--- config.mk ---
export PLATFORM = sky130hd
export DESIGN_NAME = qsl_queue_monitor
export DESIGN_NICKNAME = d
export VERILOG_FILES = /design/src/hw/qsl_pkg.sv /design/src/hw/qsl_starve_counter.sv /design/src/hw/qsl_queue_monitor.sv
export VERILOG_INCLUDE_DIRS = /design/src /design/src/hw
export SDC_FILE = /design/constraint.sdc
export NUM_CORES = 1
export LEC_CHECK = 0
export ABC_AREA = 0
export BUFFER_PORTS_ARGS = -buffer_cell sky130_fd_sc_hd__buf_2
export CORE_UTILIZATION = 63
export CTS_BUF_LIST = sky130_fd_sc_hd__clkbuf_8 sky130_fd_sc_hd__clkbuf_16
export DETAILED_ROUTE_END_ITERATION = 16
export PLACE_DENSITY_LB_ADDON = 0.08
export SLEW_MARGIN = 20
export SYNTH_ARGS = -nofsm -noshare
export SYNTH_HDL_FRONTEND = slang
export SYNTH_SLANG_ARGS = --single-unit
--- constraint.sdc ---
create_clock -name clk_sys -period 8.7 [get_ports clk_sys]
set_clock_uncertainty 0.05 [all_clocks]
set_input_delay 0.87 -clock clk_sys [delete_from_list [all_inputs] [get_ports clk_sys]]
set_output_delay 0.87 -clock clk_sys [all_outputs]
set_load 0.01 [all_outputs]
--- src/hw/qsl_params.svh ---
// Offsets, field positions, reset values and limits of the queue monitor
`ifndef QSL_PARAMS_SVH
`define QSL_PARAMS_SVH

// Register byte offsets on the APB
`define QSL_OFF_STARVE_0_3 12'h000
`define QSL_OFF_STARVE_4_7 12'h004
`define QSL_OFF_STARVE_8_11 12'h008
`define QSL_OFF_STARVE_12_15 12'h00c
`define QSL_OFF_LINK_AREA_FIRST_BASE 12'h010
`define QSL_OFF_LINK_AREA_FIRST_ENTRIES 12'h014
`define QSL_OFF_IRQ_STATUS 12'h018
`define QSL_OFF_IRQ_MASK 12'h01c

// Field layout
`define QSL_CNT_W 8
`define QSL_CNT_MAX 8'hff
`define QSL_SIZE_W 14
`define QSL_SHIFT 2
`define QSL_ADDR_W 12
`define QSL_IDX_W 16
`define QSL_NUM_QUEUES 16
`define QSL_QUEUES_PER_REG 4
`define QSL_MAX_REGS 4

// Reset values
`define QSL_RST_COUNT 8'h00
`define QSL_RST_BASE 32'h0000_0000
`define QSL_RST_SIZE 14'h0000
`define QSL_RST_DATA 32'h0000_0000

`endif

--- src/hw/qsl_pkg.sv ---
// Types shared by the queue monitor files
package qsl_pkg;
	// APB request from the master
	typedef struct packed {
		logic psel;
		logic penable;
		logic pwrite;
		logic [11:0] paddr;
		logic [31:0] pwdata;
	} qsl_apb_req_t;

	// Link address lookup request
	typedef struct packed {
		logic valid;
		logic [15:0] index;
	} qsl_link_req_t;

	// Link address lookup answer
	typedef struct packed {
		logic valid;
		logic region;
		logic [31:0] addr;
	} qsl_link_rsp_t;

	// APB slave phase, one-hot
	typedef enum logic [1:0] {
		QSL_ST_IDLE = 2'b01,
		QSL_ST_ACCESS = 2'b10
	} qsl_state_t;
endpackage : qsl_pkg

--- src/hw/qsl_starve_counter.sv ---
// One saturating, clear-on-read starvation counter
`timescale 1ns/1ps
`include "qsl_params.svh"

module qsl_starve_counter (
	input wire logic clk_sys, // System clock
	input wire logic resetn, // Synchronous reset, active low
	input wire logic inc, // Queue read while empty
	input wire logic clr, // Clearing read of the owning register
	output logic [7:0] count, // Current count
	output logic reached_max // Pulse when the count reaches its top
);
	logic [7:0] next_count;
	logic at_max;

	// Saturate at the top; an increment during a clear survives
	assign at_max = (count == `QSL_CNT_MAX);
	assign next_count = clr ? (inc ? 8'h01 : `QSL_RST_COUNT)
		: ((inc && !at_max) ? count + 8'h01 : count);

	// Count register
	always_ff @(posedge clk_sys) begin
		if (!resetn) begin
			count <= `QSL_RST_COUNT;
			reached_max <= 1'b0;
		end else begin
			count <= next_count;
			reached_max <= inc && !clr && (count == `QSL_CNT_MAX - 8'h01);
		end
	end
endmodule : qsl_starve_counter

--- src/hw/qsl_queue_monitor.sv ---
// Free queue starvation counters, linking RAM region 0 settings and link address lookup
`timescale 1ns/1ps
`include "qsl_params.svh"

module qsl_queue_monitor
	import qsl_pkg::*;
#(
	parameter int NUM_QUEUES = `QSL_NUM_QUEUES, // Free queues watched
	parameter int IDX_W = `QSL_IDX_W // Used width of a descriptor index
) (
	input wire logic clk_sys, // System clock, 40 MHz
	input wire logic resetn, // Synchronous reset, active low
	input wire qsl_apb_req_t apb_req, // APB request signals
	output logic [31:0] prdata, // APB read data
	output logic pready, // APB ready
	output logic pslverr, // APB error, unmapped address
	input wire logic [NUM_QUEUES-1:0] queue_read, // Free queue read strobes
	input wire logic [NUM_QUEUES-1:0] queue_empty, // Free queue empty levels
	input wire qsl_link_req_t link_req, // Lookup of a descriptor index
	input wire logic [31:0] link_area_second_base, // Region 1 base from outside
	output qsl_link_rsp_t link_rsp, // Linking location answer
	output logic irq // Level interrupt
);
	localparam int NUM_REGS = NUM_QUEUES / `QSL_QUEUES_PER_REG;

	// Elaboration check on the queue count and index width
	if ((NUM_QUEUES % `QSL_QUEUES_PER_REG) != 0 || NUM_QUEUES < 4 || NUM_QUEUES > 16) begin : g_bad_queues
		$error("NUM_QUEUES must be 4, 8, 12 or 16");
	end
	if (IDX_W < `QSL_SIZE_W || IDX_W > 16) begin : g_bad_idx
		$error("IDX_W must lie between 14 and 16");
	end

	// Address match against a register offset
	function automatic logic addr_is(input logic [11:0] addr, input logic [11:0] off);
		addr_is = (addr == off);
	endfunction : addr_is

	// Linking location from a base and an index
	function automatic logic [31:0] link_addr(input logic [31:0] base, input logic [15:0] index);
		link_addr = base + {14'h0000, index, 2'b00};
	endfunction : link_addr

	// Index of the counter register addressed, or none
	function automatic logic [2:0] count_reg(input logic [11:0] addr);
		if (addr_is(addr, `QSL_OFF_STARVE_0_3)) begin
			count_reg = 3'd0;
		end else if (addr_is(addr, `QSL_OFF_STARVE_4_7)) begin
			count_reg = 3'd1;
		end else if (addr_is(addr, `QSL_OFF_STARVE_8_11)) begin
			count_reg = 3'd2;
		end else if (addr_is(addr, `QSL_OFF_STARVE_12_15)) begin
			count_reg = 3'd3;
		end else begin
			count_reg = 3'd7;
		end
	endfunction : count_reg

	qsl_state_t state;
	qsl_state_t next_state;
	logic [31:0] link_area_first_base;
	logic [13:0] link_area_first_entries;
	logic [NUM_QUEUES-1:0] irq_status;
	logic [NUM_QUEUES-1:0] irq_mask;
	logic [NUM_QUEUES*8-1:0] count_flat;
	logic [127:0] count_all;
	logic [NUM_QUEUES-1:0] starve_event;
	logic [NUM_QUEUES-1:0] sat_event;
	logic [NUM_QUEUES-1:0] count_clr;
	logic err_q;
	logic [31:0] next_prdata;
	logic next_err;

	// Bus phase decode
	wire setup_phase = apb_req.psel && !apb_req.penable && (state == QSL_ST_IDLE);
	wire access_phase = apb_req.psel && apb_req.penable && (state == QSL_ST_ACCESS);
	wire [2:0] sel_count = count_reg(apb_req.paddr);
	wire hit_count = (sel_count < NUM_REGS[2:0]);
	wire hit_base = addr_is(apb_req.paddr, `QSL_OFF_LINK_AREA_FIRST_BASE);
	wire hit_size = addr_is(apb_req.paddr, `QSL_OFF_LINK_AREA_FIRST_ENTRIES);
	wire hit_status = addr_is(apb_req.paddr, `QSL_OFF_IRQ_STATUS);
	wire hit_mask = addr_is(apb_req.paddr, `QSL_OFF_IRQ_MASK);
	wire mapped = hit_count || hit_base || hit_size || hit_status || hit_mask;

	// Clearing read is taken in the setup cycle, with the data capture
	wire read_clear = setup_phase && !apb_req.pwrite && hit_count;

	// Writes take effect on the completing edge
	wire wr_ok = access_phase && apb_req.pwrite && !err_q;
	wire wr_base = wr_ok && hit_base;
	wire wr_size = wr_ok && hit_size;
	wire wr_status = wr_ok && hit_status;
	wire wr_mask = wr_ok && hit_mask;

	// Empty reads of each free queue
	assign starve_event = queue_read & queue_empty;

	// Clear the four counters of the register being read
	always_comb begin
		for (int q = 0; q < NUM_QUEUES; q++) begin
			count_clr[q] = read_clear && (sel_count == 3'(q / `QSL_QUEUES_PER_REG));
		end
	end

	// One counter per queue, packed one byte each, queue 0 lowest
	for (genvar q = 0; q < NUM_QUEUES; q++) begin : g_count
		qsl_starve_counter u_count (
			.clk_sys(clk_sys),
			.resetn(resetn),
			.inc(starve_event[q]),
			.clr(count_clr[q]),
			.count(count_flat[q*8 +: 8]),
			.reached_max(sat_event[q])
		);
	end

	// Counter registers beyond the queue count read as zero
	assign count_all = 128'(count_flat);

	// Read data selection
	always_comb begin
		next_prdata = `QSL_RST_DATA;
		if (hit_count) begin
			next_prdata = count_all[sel_count[1:0]*32 +: 32];
		end else if (hit_base) begin
			next_prdata = link_area_first_base;
		end else if (hit_size) begin
			next_prdata = {18'h00000, link_area_first_entries};
		end else if (hit_status) begin
			next_prdata = 32'(irq_status);
		end else if (hit_mask) begin
			next_prdata = 32'(irq_mask);
		end
	end

	assign next_err = !mapped;

	// Phase sequencing
	always_comb begin
		case (state)
			QSL_ST_IDLE: begin
				next_state = setup_phase ? QSL_ST_ACCESS : QSL_ST_IDLE;
			end
			QSL_ST_ACCESS: begin
				next_state = QSL_ST_IDLE;
			end
			default: begin
				next_state = QSL_ST_IDLE;
			end
		endcase
	end

	// Bus state and captured answer
	always_ff @(posedge clk_sys) begin
		if (!resetn) begin
			state <= QSL_ST_IDLE;
			prdata <= `QSL_RST_DATA;
			err_q <= 1'b0;
		end else begin
			state <= next_state;
			if (setup_phase) begin
				prdata <= apb_req.pwrite ? `QSL_RST_DATA : next_prdata;
				err_q <= next_err;
			end
		end
	end

	// Answer in the access cycle, no wait states
	assign pready = (state == QSL_ST_ACCESS);
	assign pslverr = pready && err_q;

	// Linking RAM region 0 settings
	always_ff @(posedge clk_sys) begin
		if (!resetn) begin
			link_area_first_base <= `QSL_RST_BASE;
			link_area_first_entries <= `QSL_RST_SIZE;
		end else begin
			if (wr_base) begin
				link_area_first_base <= apb_req.pwdata;
			end
			if (wr_size) begin
				link_area_first_entries <= apb_req.pwdata[13:0];
			end
		end
	end

	// Interrupt status, set wins over write-one-to-clear
	always_ff @(posedge clk_sys) begin
		if (!resetn) begin
			irq_status <= '0;
			irq_mask <= '0;
		end else begin
			irq_status <= (irq_status & ~(wr_status ? apb_req.pwdata[NUM_QUEUES-1:0] : '0)) | sat_event;
			if (wr_mask) begin
				irq_mask <= apb_req.pwdata[NUM_QUEUES-1:0];
			end
		end
	end

	assign irq = |(irq_status & irq_mask);

	// Region choice for a looked-up index
	wire [15:0] req_index = 16'(link_req.index[IDX_W-1:0]);
	wire in_first = (req_index < {2'b00, link_area_first_entries});
	wire [31:0] sel_base = in_first ? link_area_first_base : link_area_second_base;

	// Lookup answer one cycle after the request
	always_ff @(posedge clk_sys) begin
		if (!resetn) begin
			link_rsp <= '0;
		end else begin
			link_rsp.valid <= link_req.valid;
			if (link_req.valid) begin
				link_rsp.region <= !in_first;
				link_rsp.addr <= link_addr(sel_base, req_index);
			end
		end
	end
endmodule : qsl_queue_monitor

# Yosys cells after proc, flatten, opt, wreduce, memory -nomap -nowiden
# Index checks and enable logic that the tools add are counted.
classes:
  addsub: 17
  magnitude_cmp: 2
  eq_ne: 44
  shift: 1
  n_mux: 61
  bitwise_logic: 5
  n_reduce_logical: 114
op_table:
  columns: ["op", "count"]
  rows:
  - ["8-bit equality test, second input constant", 32]
  - ["8-bit two-way mux", 32]
  - ["8-bit by 1-bit adder with 8-bit output, second input constant", 16]
  - ["32-bit two-way mux", 4]
  - ["128-bit by 8-bit variable part select with 32-bit output", 1]
  - ["1-bit logical AND", 65]
  - ["16-bit two-way mux", 4]
  - ["16-bit bitwise AND", 3]
  - ["12-bit by 5-bit equality test with 1-bit output, second input constant", 4]
  - ["32-bit by 18-bit adder with 32-bit output", 1]
  - ["2-bit nonzero test", 16]
  - ["1-bit logical NOT", 25]
  - ["12-bit by 4-bit equality test with 1-bit output, second input constant", 2]
  - ["16-bit by 14-bit < comparator with 1-bit output", 1]
  - ["1-bit two-way mux", 16]
  - ["16-bit inverter", 1]
  - ["16-bit bitwise OR", 1]
  - ["16-bit OR reduction", 1]
  - ["12-bit by 3-bit equality test with 1-bit output, second input constant", 1]
  - ["12-bit logical NOT", 1]
  - ["3-bit two-way mux", 4]
  - ["3-bit by 2-bit equality test with 1-bit output, second input constant", 2]
  - ["1-bit logical OR", 4]
  - ["3-bit by 1-bit equality test with 1-bit output, second input constant", 1]
  - ["other kinds (6)", 6]
totals:
  ff_bits: 291
  input_bits: 130
  wordCells: 286

# Depth between registers and ports, before layout
depth:
  depth_word: 11
  depth_mapped: 22

# Modules after synthesis
# Synthesis repeated with hierarchy kept, for this count alone.
unflattened:
  cells_unflattened: 1942
  area_unflattened_um2: 16731.0
by_module_without_submodules:
  columns: ["module", "instances", "cells_each", "area_per_inst_um2", "seq_area_each_um2"]
  rows:
  - ["qsl_queue_monitor", 1, 1046, 8563.2, 2942.8]
  - ["qsl_starve_counter", 16, 56, 510.5, 180.2]

# Worst setup path after synthesis
# Ideal clock, no wire load.
synth_timing:
  path_kind: "in2reg"
  start: "input port link_req[12] (netlist name)"
  end: "register link_rsp[26] (netlist name)"
  setup_time_ns: 0.063
  arrival_ns: 5.118
  t_required_ns: 8.587
  setup_slack_ns: 3.470
  cell_stages: 21
  cell_sequence: "ha_1 -> nand4_2 -> o21ai_1 -> a21oi_1 -> nand3_4 -> buf_2 -> buf_2 -> buf_2 -> buf_1 -> nand2_1 -> nand2_1 -> ha_1 -> fa_1 -> a21oi_1 -> o22ai_1 -> a41oi_1 -> o21ai_0 -> a221oi_2 -> nor4_1 -> or3_1 -> nand3_1"
synth_between:
  elab_chain_cells: 3
synth_rtl:
  columns: ["item", "line_no", "rtl"]
  rows:
  - ["start: declaration", "qsl_queue_monitor.sv:19", "input wire qsl_link_req_t link_req,"]
  - ["16-bit by 14-bit < comparator with 1-bit output", "qsl_queue_monitor.sv:204", "wire in_first = (req_index < {2'b00, link_area_first_entries});"]
  - ["32-bit two-way mux", "qsl_queue_monitor.sv:205", "wire [31:0] sel_base = in_first ? link_area_first_base : link_area_second_base;"]
  - ["32-bit by 18-bit adder with 32-bit output *", "qsl_queue_monitor.sv:41", "link_addr = base + {14'h0000, index, 2'b00};"]
  - ["end: declaration", "qsl_queue_monitor.sv:21", "output qsl_link_rsp_t link_rsp,"]
# Mark *: on every way between the ends. The rest lies on a longest branch, timed or not.
# A chain may end at the register's enable or synchronous reset.

# Worst setup path after layout
layout_timing:
  start: "input port link_req[7] (netlist name)"
  end: "register link_rsp[26] (netlist name)"
# Same word-level chain as after synthesis.

==> metrics.md <==
| Metric | Value |
|---|---|
| Worst Setup EP | link_rsp[26] |
| Maximum vdd drop | 0.000132 V |
| Avg Cell Area, Syn | 7.86 um^2 |
| Worst R2R Path Depth | 19 |
| Core box area | 23,400 um^2 |
| DP Wirelength | 32,100 um |
| Post-CTS setup buffer count | 0 |
| EDFF count, synth | 0 |
| CP Launch Point | link_req[7] |
| Max FFs per register | 128 |
| Clk buf depth | 3 |
| Crit path max fanout | 43 |
| Number of global-route vias before repair | 13,145 |
| Pwr per Cell Area | 171 nW/um^2 |
| Iteration-0 DRC Markers | 1,582 |
| Sw power | 0.738 mW |
| Pwr Total | 2.92 mW |
| Synth Warn # | 0 |
| Wire per inst | 18.4 um |
| Main synth FF type | dfxtp_1 |
| Leak Pwr | 7.03 nW |
| CP endpoint kind | flop |
| Vias per inst | 6.07 |
| Commonest non-fill, non-tap cell in the layout | nand2_1 |
| Setup violators final | 0 |
| CTS Root Cell | clkbuf_16 |
| Total clock sinks | 291 |
| Cells after Synth | 1,905 |
| Fillcell total | 1,898 |
| CTS Buf Count | 31 |
| Multiplexer share of the synthesized area | 0.0420 |
| Synth Area in Simple Gates | 0.263 |
| RD Place Congestion | 0.962 |
| Seq/Total Area, Yosys | 0.389 |
| Seq pwr share | 0.472 |
| Clock power frac | 0.429 |
| RSZ-0062 raised after global routing | no |
| Die ar. | 24,400 um^2 |
| Sw frac | 0.252 |
| Reg2reg end | link_rsp[26] |
| Worst path cell trace | buf_2 > ha_1 > nand2_1 > o21ai_0 > nand2_1 > nand3_4 > clkinv_1 > nand2_1 > nand2_1 > ha_1 > fa_1 > a21oi_1 > o22ai_1 > a41oi_1 > o21ai_0 > a221oi_2 > nor4_1 > or3_1 > nand3_1 |
| Worst min-delay path class | reg -> reg |
| Clk_lat worst skew | 560 ps |
| Final period util | 0.668 |
| Synth Area in Compound Gates | 0.159 |
| Post-synth design cell area | 15,000 um^2 |
| Arr. time, crit path | 6260 ps |
| H-tree levels | 1 |
| Port bufs | 198 |
| Clock tree from TritonCTS | done |
| Area Growth Syn to Fin | 14.1% |
| Via count | 14,557 |
| Critical Path Max Stage Delay | 680 ps |
| Worst path required time | 9150 ps |
| I/O pins | 199 |
| Crit start category | input pin |
| Synth async-reset ratio | 0 |
| Fraction of the mapped netlist area in adder cells | 0.0523 |
| Crit-path slowest cell | clkinv_1 |
| Final count of hold timing violations | 0 |
| Drt pass-1 iters | 5 |
| Chip width | 156 um |
| Initial antenna violation count | 2 |
| Total congestion overflow | 0 |
| Highest-count cells in the layout ignoring fill and taps | 356 x nand2_1, 291 x dfxtp_1, 233 x nor2_1 |
| DRC | 0 |
| Pint | 2.19 mW |
| Synth cell types | 69 |
| Final Max Tran Viols | 0 |
| Layout cell share with drive strength beyond 1 | 0.140 |
| Slew margin rel. | 0.267 |
| Placement Setup Slack | 2490 ps |
| Final WL | 44,200 um |
| Largest family of logic cells by synthesized area | simple AND/OR/NAND/NOR gates |
| Hold buffers post-CTS | 0 |
| Peak Freq | 172 MHz |
| Area share of xor/xnor cells in the synthesized design | 0.0579 |
| Largest net degree at the start of global routing | 100 |
| Setup TNS Final | 0 ps |
| CP Class | in -> reg |
| Nets | 2,245 |
| Seq cells post-synth | 291 |
| Starting Density | 0.640 |
| Syn nets | 2,097 |
| Post-CTS sizing | 0 |
| Min cycle time layout | 5810 ps |
| Worst r2r src | link_area_first_entries[7] |
| Status | finished, final reports clean |
| Worst-margin pin slew | 1100 ps |
| CP most frequent cell | nand2_1 |
| Die height | 156 um |
| Clock Pin Slew Worst Setup and Hold Paths | 60 ps |
| Post-route ant nets | 0 |
| First-pass GRT wire length | 68,300 um |
| Comb pwr share | 0.099 |
| Worst setup margin | 2890 ps |
| R2r setup slk | 2910 ps |
| Tot GR Track Use | 0.355 |
| Final core utilization | 0.730 |
| FP Rows | 56 |
| Max-cap viol count | 0 |
-- per-stage QoR --
stage / std cells / instance area (um^2) / hold slack (ps)
6_report: 2397 / 17100 / 394
5_1_grt: 2397 / 17100 / 418
4_1_cts: 2395 / 17100 / 399
3_5_place_dp: 2339 / 16100 / 382
3_3_place_gp: 2339 / 16100 / 372
2_1_floorplan: 1905 / 15000 / 363
-- layout make-up --
cell class                 count  area, um^2  share of cell area
tap                          319         399              0.0234
multi-input combinational   1473        8620               0.505
timing repair buffer         211        1090              0.0637
clock inverter                20         125             0.00733
sequential                   291        5830               0.341
antenna                        2        5.00            0.000293
inverter                      45         171              0.0100
clock buffer                  36         845              0.0494
-- power by group through the flow --
stage | clock network (mW) | registers, mW | logic [mW]
2_1_floorplan | 0 | 1.41 | 0.173
3_3_place_gp | 0 | 1.41 | 0.277
3_5_place_dp | 0 | 1.41 | 0.283
4_1_cts | 1.26 | 1.38 | 0.285
5_1_grt | 1.32 | 1.38 | 0.317
6_report | 1.25 | 1.38 | 0.290
-- layer usage --
metal / routed length (um) / part of all wire / global-route usage
met5: 0 / 0 / 0
met4: 1620 / 0.037 / 0.141
met3: 3650 / 0.083 / 0.0403
met2: 20800 / 0.47 / 0.597
met1: 18200 / 0.41 / 0.463
-- worst min-delay path by stage --
stage / from / to / slack [ps] / cells after the start
after CTS: prdata[30] / prdata[30] / 400 / 2
final: g_count[15].u_count.reached_max / irq_status[15] / 390 / 2
after detailed placement: g_count[15].u_count.reached_max / irq_status[15] / 380 / 2
after floorplan: g_count[0].u_count.reached_max / irq_status[0] / 360 / 2
after global placement: g_count[14].u_count.reached_max / irq_status[14] / 370 / 2
after global routing: prdata[30] / prdata[30] / 420 / 2
-- cell usage after synthesis (3+ instances only) --
cell type,count,share of area
nand2_1,357,0.089
dfxtp_1,291,0.39
nor2_1,234,0.059
a21oi_1,149,0.050
xor2_1,86,0.050
clkbuf_1,70,0.018
o21ai_0,62,0.021
ha_1,61,0.051
nand4_1,60,0.025
mux2i_1,55,0.037
nand3_1,55,0.018
a211oi_1,49,0.025
inv_1,43,0.011
and3_1,42,0.018
o22ai_1,34,0.014
nor2b_1,32,0.013
nor3_1,20,0.0067
a31oi_1,18,0.0075
a32oi_1,18,0.011
or3_1,17,0.0071
buf_2,15,0.0050
nand3b_1,13,0.0065
xnor2_1,13,0.0076
buf_1,11,0.0028
a21o_1,8,0.0040
a221oi_1,6,0.0035
and2_1,6,0.0025
mux2_2,6,0.0045
nor4_1,6,0.0025
a22o_1,5,0.0029
a211o_1,4,0.0023
nand2b_1,4,0.0017
o21a_1,4,0.0020
a311oi_1,3,0.0018
nand4b_1,3,0.0018
o211ai_1,3,0.0015
-- logic make-up after synthesis --
kind of cell    after synthesis
simple gates                864
compound gates              386
flops                       291
buf+inv                     141
xor+xnor                     99
mux                          62
fa+ha+maj                    62
-- critical path: cells and delay by family --
kind	cells	cell delay (ps)
compound gates	6	1920
buf+inv	2	790
fa+ha+maj	3	960
simple gates	8	1690
No activity file was read; power rests on OpenSTA's default activity.
